**src/rcs_consts.vh**
```
// constants for the reset configuration sequencer
// Functional notes
// RULE_01: primary clock comes from primary input in host mode, agent clock in agent mode.
// RULE_02: outside party holds hard reset low at least 32 sync periods.
// RULE_03: host mode: power-on reset held at least 32 primary periods.
// RULE_04: agent mode: power-on reset held at least 32 sync periods.
// RULE_05: device-driven hard reset stays asserted a long fixed minimum of sync periods.
// RULE_06: at least 16 sync periods from hard reset release to soft reset release.
// RULE_07: configuration inputs valid at least 4 periods before power-on reset negates.
// RULE_08: configuration inputs stay stable until hard reset negates.
// RULE_09: shared configuration pins released immediately when hard reset asserts.
// RULE_10: functional drive on shared pins waits 1 sync period after hard reset.
// RULE_11: sample four-bit reset source, clock divide select and local bus mux select.
// RULE_12: host mode sync period derives from primary clock scaled by divide select.
// RULE_13: wait 100 us for PLL lock before clocks count as stable.
// RULE_14: hard and soft reset are open-drain, pulled low only; power-on input only.
`ifndef RCS_CONSTS_VH
`define RCS_CONSTS_VH
`define RCS_CLK_MHZ        40
`define RCS_POR_MIN        32
`define RCS_HRST_IN_MIN    32
`define RCS_HRST_OUT_MIN   512
`define RCS_HRST_TO_SRST   16
`define RCS_CFG_SETUP      4
`define RCS_FUNC_DELAY     1
`define RCS_PLL_LOCK_US    100
`define RCS_PLL_LOCK_CYC   (`RCS_PLL_LOCK_US * `RCS_CLK_MHZ)
`define RCS_DIV_NORMAL     1
`define RCS_DIV_SCALED     2
`endif

```
**src/rcs_sync_tick.v**
```verilog
// sync-clock tick generator driven by the selected primary or agent clock edge
`timescale 1ns/100ps
`include "rcs_consts.vh"
module rcs_sync_tick (
	clk,
	nrst,
	src_tick,
	div_two,
	sync_tick
);
	input  wire clk;
	input  wire nrst;
	input  wire src_tick;
	input  wire div_two;
	output reg  sync_tick;

	reg ph_q;

	// ------------------------------------------------------------
	// divider
	// ------------------------------------------------------------
	always @(posedge clk or negedge nrst) begin
		if (!nrst) begin
			ph_q      <= 1'b0;
			sync_tick <= 1'b0;
		end else begin
			sync_tick <= 1'b0;
			if (src_tick) begin
				// divide select scales the sync period, see RULE_12
				if (div_two) begin
					ph_q      <= ~ph_q;
					sync_tick <= ph_q;
				end else begin
					sync_tick <= 1'b1;
				end
			end
		end
	end
endmodule // rcs_sync_tick

```
**src/rcs_sequencer.v**
```verilog
// reset configuration sequencer top
`timescale 1ns/100ps
`include "rcs_consts.vh"
module rcs_sequencer #(
	parameter HRST_OUT_MIN = `RCS_HRST_OUT_MIN,
	parameter PLL_LOCK_CYC = `RCS_PLL_LOCK_CYC
) (
	clk,
	nrst,
	agent_mode,
	primary_clock_in,
	agent_clock_in,
	power_on_reset_in_n,
	hard_reset_line_in,
	soft_reset_line_in,
	sw_hard_reset_req,
	cfg_reset_source_in,
	input_clock_divide_select,
	local_bus_mux_select,
	hard_reset_line_o,
	hard_reset_line_oe,
	soft_reset_line_o,
	soft_reset_line_oe,
	cfg_pins_oe,
	cfg_reset_source_q,
	clk_div_sel_q,
	lbmux_sel_q,
	clocks_stable,
	sync_tick_o
);
	input  wire       clk;
	input  wire       nrst;
	input  wire       agent_mode;
	input  wire       primary_clock_in;
	input  wire       agent_clock_in;
	input  wire       power_on_reset_in_n;
	input  wire       hard_reset_line_in;
	input  wire       soft_reset_line_in;
	input  wire       sw_hard_reset_req;
	input  wire [3:0] cfg_reset_source_in;
	input  wire       input_clock_divide_select;
	input  wire       local_bus_mux_select;
	output reg        hard_reset_line_o;
	output reg        hard_reset_line_oe;
	output reg        soft_reset_line_o;
	output reg        soft_reset_line_oe;
	output reg        cfg_pins_oe;
	output reg  [3:0] cfg_reset_source_q;
	output reg        clk_div_sel_q;
	output reg        lbmux_sel_q;
	output reg        clocks_stable;
	output wire       sync_tick_o;

	localparam [4:0] ST_POR  = 5'h01;
	localparam [4:0] ST_PLL  = 5'h02;
	localparam [4:0] ST_HRST = 5'h04;
	localparam [4:0] ST_GAP  = 5'h08;
	localparam [4:0] ST_RUN  = 5'h10;

	reg  [4:0]  st_q;
	reg  [19:0] cnt_q;
	reg  [5:0]  por_cnt_q;
	reg  [5:0]  hin_cnt_q;
	reg         pclk_q;
	reg         aclk_q;
	reg         por_ok_q;
	reg         func_wait_q;
	wire        p_rise;
	wire        a_rise;
	wire        src_tick;
	wire        sync_tick;
	wire        por_tick;
	wire        ext_hrst;

	// ------------------------------------------------------------
	// clock source selection
	// ------------------------------------------------------------
	always @(posedge clk or negedge nrst) begin
		if (!nrst) begin
			pclk_q <= 1'b0;
			aclk_q <= 1'b0;
		end else begin
			pclk_q <= primary_clock_in;
			aclk_q <= agent_clock_in;
		end
	end
	assign p_rise   = primary_clock_in & ~pclk_q;
	assign a_rise   = agent_clock_in & ~aclk_q;
	assign src_tick = agent_mode ? a_rise : p_rise; // see RULE_01

	rcs_sync_tick u_tick (
		.clk       (clk),
		.nrst      (nrst),
		.src_tick  (src_tick),
		.div_two   (clk_div_sel_q & ~agent_mode),
		.sync_tick (sync_tick)
	);
	assign sync_tick_o = sync_tick;

	// power-on qualification counts primary periods in host mode
	assign por_tick = agent_mode ? sync_tick : p_rise; // see RULE_03
	assign ext_hrst = ~hard_reset_line_in & ~hard_reset_line_oe;

	// ------------------------------------------------------------
	// power-on and external hard reset qualification
	// ------------------------------------------------------------
	always @(posedge clk or negedge nrst) begin
		if (!nrst) begin
			por_cnt_q <= 6'h00;
			por_ok_q  <= 1'b0;
			hin_cnt_q <= 6'h00;
		end else begin
			if (!power_on_reset_in_n) begin
				// assertion shorter than the minimum is ignored only until por_ok_q is first set, see RULE_04
				if (por_tick && por_cnt_q != `RCS_POR_MIN)
					por_cnt_q <= por_cnt_q + 6'h01;
				if (por_cnt_q == `RCS_POR_MIN)
					por_ok_q <= 1'b1;
			end else begin
				por_cnt_q <= 6'h00;
			end
			if (ext_hrst) begin
				if (sync_tick && hin_cnt_q != `RCS_HRST_IN_MIN)
					hin_cnt_q <= hin_cnt_q + 6'h01; // see RULE_02
			end else begin
				hin_cnt_q <= 6'h00;
			end
		end
	end

	// ------------------------------------------------------------
	// sequence
	// ------------------------------------------------------------
	always @(posedge clk or negedge nrst) begin
		if (!nrst) begin
			st_q               <= ST_POR;
			cnt_q              <= 20'h00000;
			hard_reset_line_o  <= 1'b0;
			hard_reset_line_oe <= 1'b1;
			soft_reset_line_o  <= 1'b0;
			soft_reset_line_oe <= 1'b1;
			cfg_pins_oe        <= 1'b0;
			cfg_reset_source_q <= 4'h0;
			clk_div_sel_q      <= 1'b0;
			lbmux_sel_q        <= 1'b0;
			clocks_stable      <= 1'b0;
			func_wait_q        <= 1'b0;
		end else begin
			hard_reset_line_o <= 1'b0;
			soft_reset_line_o <= 1'b0;
			case (st_q)
			ST_POR: begin
				cfg_pins_oe   <= 1'b0;
				clocks_stable <= 1'b0;
				// straps are taken on power-on release, see RULE_07
				if (por_ok_q && power_on_reset_in_n) begin
					cfg_reset_source_q <= cfg_reset_source_in; // see RULE_11
					clk_div_sel_q      <= input_clock_divide_select;
					lbmux_sel_q        <= local_bus_mux_select;
					cnt_q              <= 20'h00000;
					st_q               <= ST_PLL;
				end
			end
			ST_PLL: begin
				cnt_q <= cnt_q + 20'h00001;
				if (cnt_q == PLL_LOCK_CYC - 1) begin
					clocks_stable <= 1'b1; // see RULE_13
					cnt_q         <= 20'h00000;
					st_q          <= ST_HRST;
				end
			end
			ST_HRST: begin
				if (sync_tick)
					cnt_q <= cnt_q + 20'h00001;
				if (cnt_q == HRST_OUT_MIN) begin // see RULE_05
					hard_reset_line_oe <= 1'b0; // see RULE_14
					cnt_q              <= 20'h00000;
					func_wait_q        <= 1'b1;
					st_q               <= ST_GAP;
				end
			end
			ST_GAP: begin
				if (sync_tick) begin
					cnt_q <= cnt_q + 20'h00001;
					if (func_wait_q) begin
						func_wait_q <= 1'b0;
						cfg_pins_oe <= 1'b1; // see RULE_10
					end
				end
				if (cnt_q == `RCS_HRST_TO_SRST) begin // see RULE_06
					soft_reset_line_oe <= 1'b0;
					st_q               <= ST_RUN;
				end
			end
			ST_RUN: begin
				if (sw_hard_reset_req || hin_cnt_q == `RCS_HRST_IN_MIN) begin
					hard_reset_line_oe <= 1'b1;
					soft_reset_line_oe <= 1'b1;
					cfg_pins_oe        <= 1'b0; // see RULE_09
					cnt_q              <= 20'h00000;
					st_q               <= ST_HRST;
				end
			end
			default: begin
				st_q <= ST_POR;
			end
			endcase
			if (!power_on_reset_in_n) begin
				st_q               <= ST_POR;
				hard_reset_line_oe <= 1'b1;
				soft_reset_line_oe <= 1'b1;
				cfg_pins_oe        <= 1'b0;
				clocks_stable      <= 1'b0;
			end
		end
	end
endmodule // rcs_sequencer

```
**config.mk**
```make
export PLATFORM = sky130hd
export DESIGN_NAME = rcs_sequencer
export DESIGN_NICKNAME = d
export VERILOG_FILES = /design/src/rcs_sync_tick.v /design/src/rcs_sequencer.v
export VERILOG_INCLUDE_DIRS = /design/src
export SDC_FILE = /design/constraint.sdc
export NUM_CORES = 1
export LEC_CHECK = 0
export BUFFER_PORTS_ARGS = -buffer_cell sky130_fd_sc_hd__buf_2
export CAP_MARGIN = 10
export CORE_UTILIZATION = 47
export CTS_CLUSTER_DIAMETER = 50
export DETAILED_ROUTE_END_ITERATION = 12
export PLACE_DENSITY = 0.74
export SYNTH_ARGS = -nofsm -noshare
export SYNTH_HDL_FRONTEND = slang
export SYNTH_SLANG_ARGS = --single-unit
```
**constraint.sdc**
```tcl
create_clock -name clk -period 2.88 [get_ports clk]
set_clock_uncertainty 0.1 [all_clocks]
set_input_delay 0.144 -clock clk [delete_from_list [all_inputs] [get_ports clk]]
set_output_delay 0.144 -clock clk [all_outputs]
set_load 0.005 [all_outputs]
```
==> summary.txt <==
Initial core utilization - 48.7%
Detailed Route WL - 6070 um
Met3 usage - 4.09%
Area contributors post-synth - dfrtp_1 44%, nor2_1 6.2%, a221o_1 3.5%
Met1 Use GR - 27.7%
Routed vias - 2333
Crit-path cells - inv_1 > ha_1 > nor4b_2 > and3b_1 > a21o_4 > a21oi_2 > or3_1 > buf_4 > a221o_1
EDFF count, synth - 0
Total power - 1330 uW
WL/cell - 14.7 um
All-Layer GR Usage - 20.6%
Clk_lat worst skew - 0.32 ns
Syn Area/Cell - 9.56 um^2
Leakage - 0.00157 uW
Critical Path Start Type - flop
Post-synth ARST share - 100%
TNS Setup - 0 ns
Drt pass-1 iters - 8
Synth warn - 0
Final setup vio count - 0
CP Capture Type - flop
Vias/cell - 5.64
Netlist cell types - 55
Sequential area share after synthesis - 46.4%
Prevailing post-synth register cell - dfrtp_1
Crit-path max FO - 16
Net Sw Frac - 25.9%
Layout cells sized above 1 - 16.8%
Final hold violation count - 0
Final hold slack - 0.0249 ns
CP Buf/Inv Count - 2
Critical path type - flop to flop
Largest net degree at the start of global routing - 31
Final ANT Viol Nets - 0
Antenna cells - 0
First-pass GRT wire length - 10100 um
Worst-path clk slew - 0.11 ns
Seq cells post-synth - 53
IO Count - 28
Worst Max-Slew Pin Slew - 0.551 ns
Die Y-Extent - 80.1 um
P_sw - 344 uW
Area share of the largest cell type after synthesis - 43.6%
Failing checks - design-rule violations
Final Wtd Congestion - 0.853
Vias in the first global route - 2155
Core Box Area - 5890 um^2
Most Crowded Layer GR - met2
Required @ worst endpoint - 2.98 ns
CP arrival - 2.71 ns
Clock sink count - 53
Initial antenna violation count - 0
Most frequent cell after synthesis - dfrtp_1
Synth-to-Final Area Change - 14.1%
Max-slew violations - 0
Largest delay share family, worst path - simple AND/OR/NAND/NOR gates
First-iteration detailed-routing DRC count - 140
Slowest cell on the critical path - or3_1
Unrepaired setup endpoints after global routing - no
Placed wire-length estimate - 4260 um
Clock power share - 33.3%
Period Utilization, post-route - 90.3%
Top cell type by total area after synthesis - dfrtp_1
GRT met2 Usage - 33.5%
Post-Syn Instances - 300
Int Pwr - 986 uW
Row count - 28
Worst vdd ir - 0.218 mV
Root Driver - clkbuf_8
H-tree levels - 2
Flop pwr share - 58.6%
Synthesized area - 2870 um^2
Nets - 359
Fmax - 384 MHz
Port Buffers - 24
Critical path's largest stage delay - 0.43 ns
Power per cell area - 407 nW/um^2
Drt drc - 1
Hold crit path type - primary input to flop
Die Wd - 80.1 um
Min Tclk post-route - 2.60 ns
Relative slew slack - 63.2%
Comb pwr share - 8.1%
Overflow after GRT - 0
Die area - 6420 um^2
Result of the run - finished, violations left
Max Cap Viol - 0
Max clock buf depth - 2
Num CTS Buffers - 5
CTS tree - built
Post-synth top cells - 50 x dfrtp_1, 47 x nor2_1, 23 x nand2_1
## state kept, by name, summed over array words and instances (netlist names)
| name | cells |
|---|---|
| por_ok_q | 1 |
| u_tick.ph_q | 1 |
| hin_cnt_q | 6 |
| clk_div_sel_q | 1 |
| u_tick.sync_tick | 1 |
| cfg_reset_source_q | 4 |
| pclk_q | 1 |
| clocks_stable | 1 |
| lbmux_sel_q | 1 |
| st_q | 5 |
| func_wait_q | 1 |
| soft_reset_line_oe | 1 |
| hard_reset_line_oe | 1 |
| cnt_q | 20 |
| por_cnt_q | 6 |
| cfg_pins_oe | 1 |
| aclk_q | 1 |
## kinds of logic after synthesis
kind of cell | count (synthesis) | synth area share, %
adder cells (fa/ha/maj) | 6 | 2.62
AO/OA/AOI/OAI | 50 | 13.5
AND/OR/NAND/NOR | 145 | 26.2
flip-flops | 53 | 46.4
buffers and inverters | 23 | 3.80
multiplexers | 8 | 3.10
XOR/XNOR | 14 | 4.28
other | 1 | 0.131
## stage by stage
| step | cell area [um^2] | setup WS, ns | utilization (%) | cells |
|---|---|---|---|---|
| 3_3_place_gp | 3070 | 0.262 | 52.2 | 396 |
| 3_5_place_dp | 3070 | 0.189 | 52.2 | 396 |
| 6_report | 3270 | 0.279 | 55.6 | 414 |
| 5_1_grt | 3270 | 0.122 | 55.6 | 414 |
| 4_1_cts | 3270 | 0.177 | 55.5 | 414 |
| 2_1_floorplan | 2870 | 0.481 | - | 301 |
## power by group through the flow
stage          combinational [uW]  sequential (uW)  clock [uW]
6_report                      108              779         443
5_1_grt                       122              781         484
4_1_cts                       109              778         456
3_5_place_dp                 98.5              792           0
3_3_place_gp                 96.8              793           0
2_1_floorplan                64.1              786           0
## routing by layer
| layer | wire (um) | part of all wire (%) |
|---|---|---|
| met1 | 2890 | 48 |
| met4 | 53 | 0.87 |
| met3 | 163 | 2.7 |
| met5 | 0 | 0 |
| met2 | 2960 | 49 |
## repair_timing
action	4_1_cts	5_1_grt
endpoints found under the setup margin	0	11
endpoints found under the hold margin	31	0
setup buffers	0	0
hold buffers	10	0
gates resized for setup	0	1
## worst paths after layout
path / slack, ns / endpoint / cells past startpoint / from
hold / removal: 0.02 / soft_reset_line_oe$_DFFE_PN1P_ / 2 / power_on_reset_in_n
hold reg to reg: 0.35 / u_tick.sync_tick$_DFF_PN0_ / 1 / aclk_q$_DFF_PN0_
setup reg to reg: 0.28 / cnt_q[2]$_DFFE_PN0P_ / 9 / cnt_q[0]$_DFFE_PN0P_
min in group asynchronous: 0.24 / hin_cnt_q[4]$_DFFE_PN0P_ / 2 / nrst
setup / recovery: 0.28 / cnt_q[2]$_DFFE_PN0P_ / 9 / cnt_q[0]$_DFFE_PN0P_
max in group asynchronous: 1.64 / st_q[0]$_DFFE_PN1P_ / 3 / nrst
## layout by cell type, fill, tap and decap left out, types with 3 or more instances in the layout
cell type,n
a211o_1,3
a21oi_1,9
a221o_1,10
and3_1,13
and4_1,3
buf_2,24
buf_4,6
clkbuf_8,5
dfrtp_1,50
dfstp_2,3
dlygate4sd3_1,10
ha_1,6
inv_1,13
mux2_2,7
nand2_1,23
nand2b_1,5
nand3_1,9
nand3b_1,3
nand4_1,8
nor2_1,47
nor3_1,12
o21ai_0,3
o22ai_1,5
or3_1,4
xnor2_1,5
xor2_1,9
## final cells by class
cell class	instances	area (um^2)
repair buffers	40	265
fillers	519	2610
clock buffers	5	68.8
well taps	75	93.8
flip-flops and latches	53	1330
inverters	13	48.8
clock inverters	3	26.3
multi-input cells	225	1440
No activity file was read; power rests on OpenSTA's default activity.
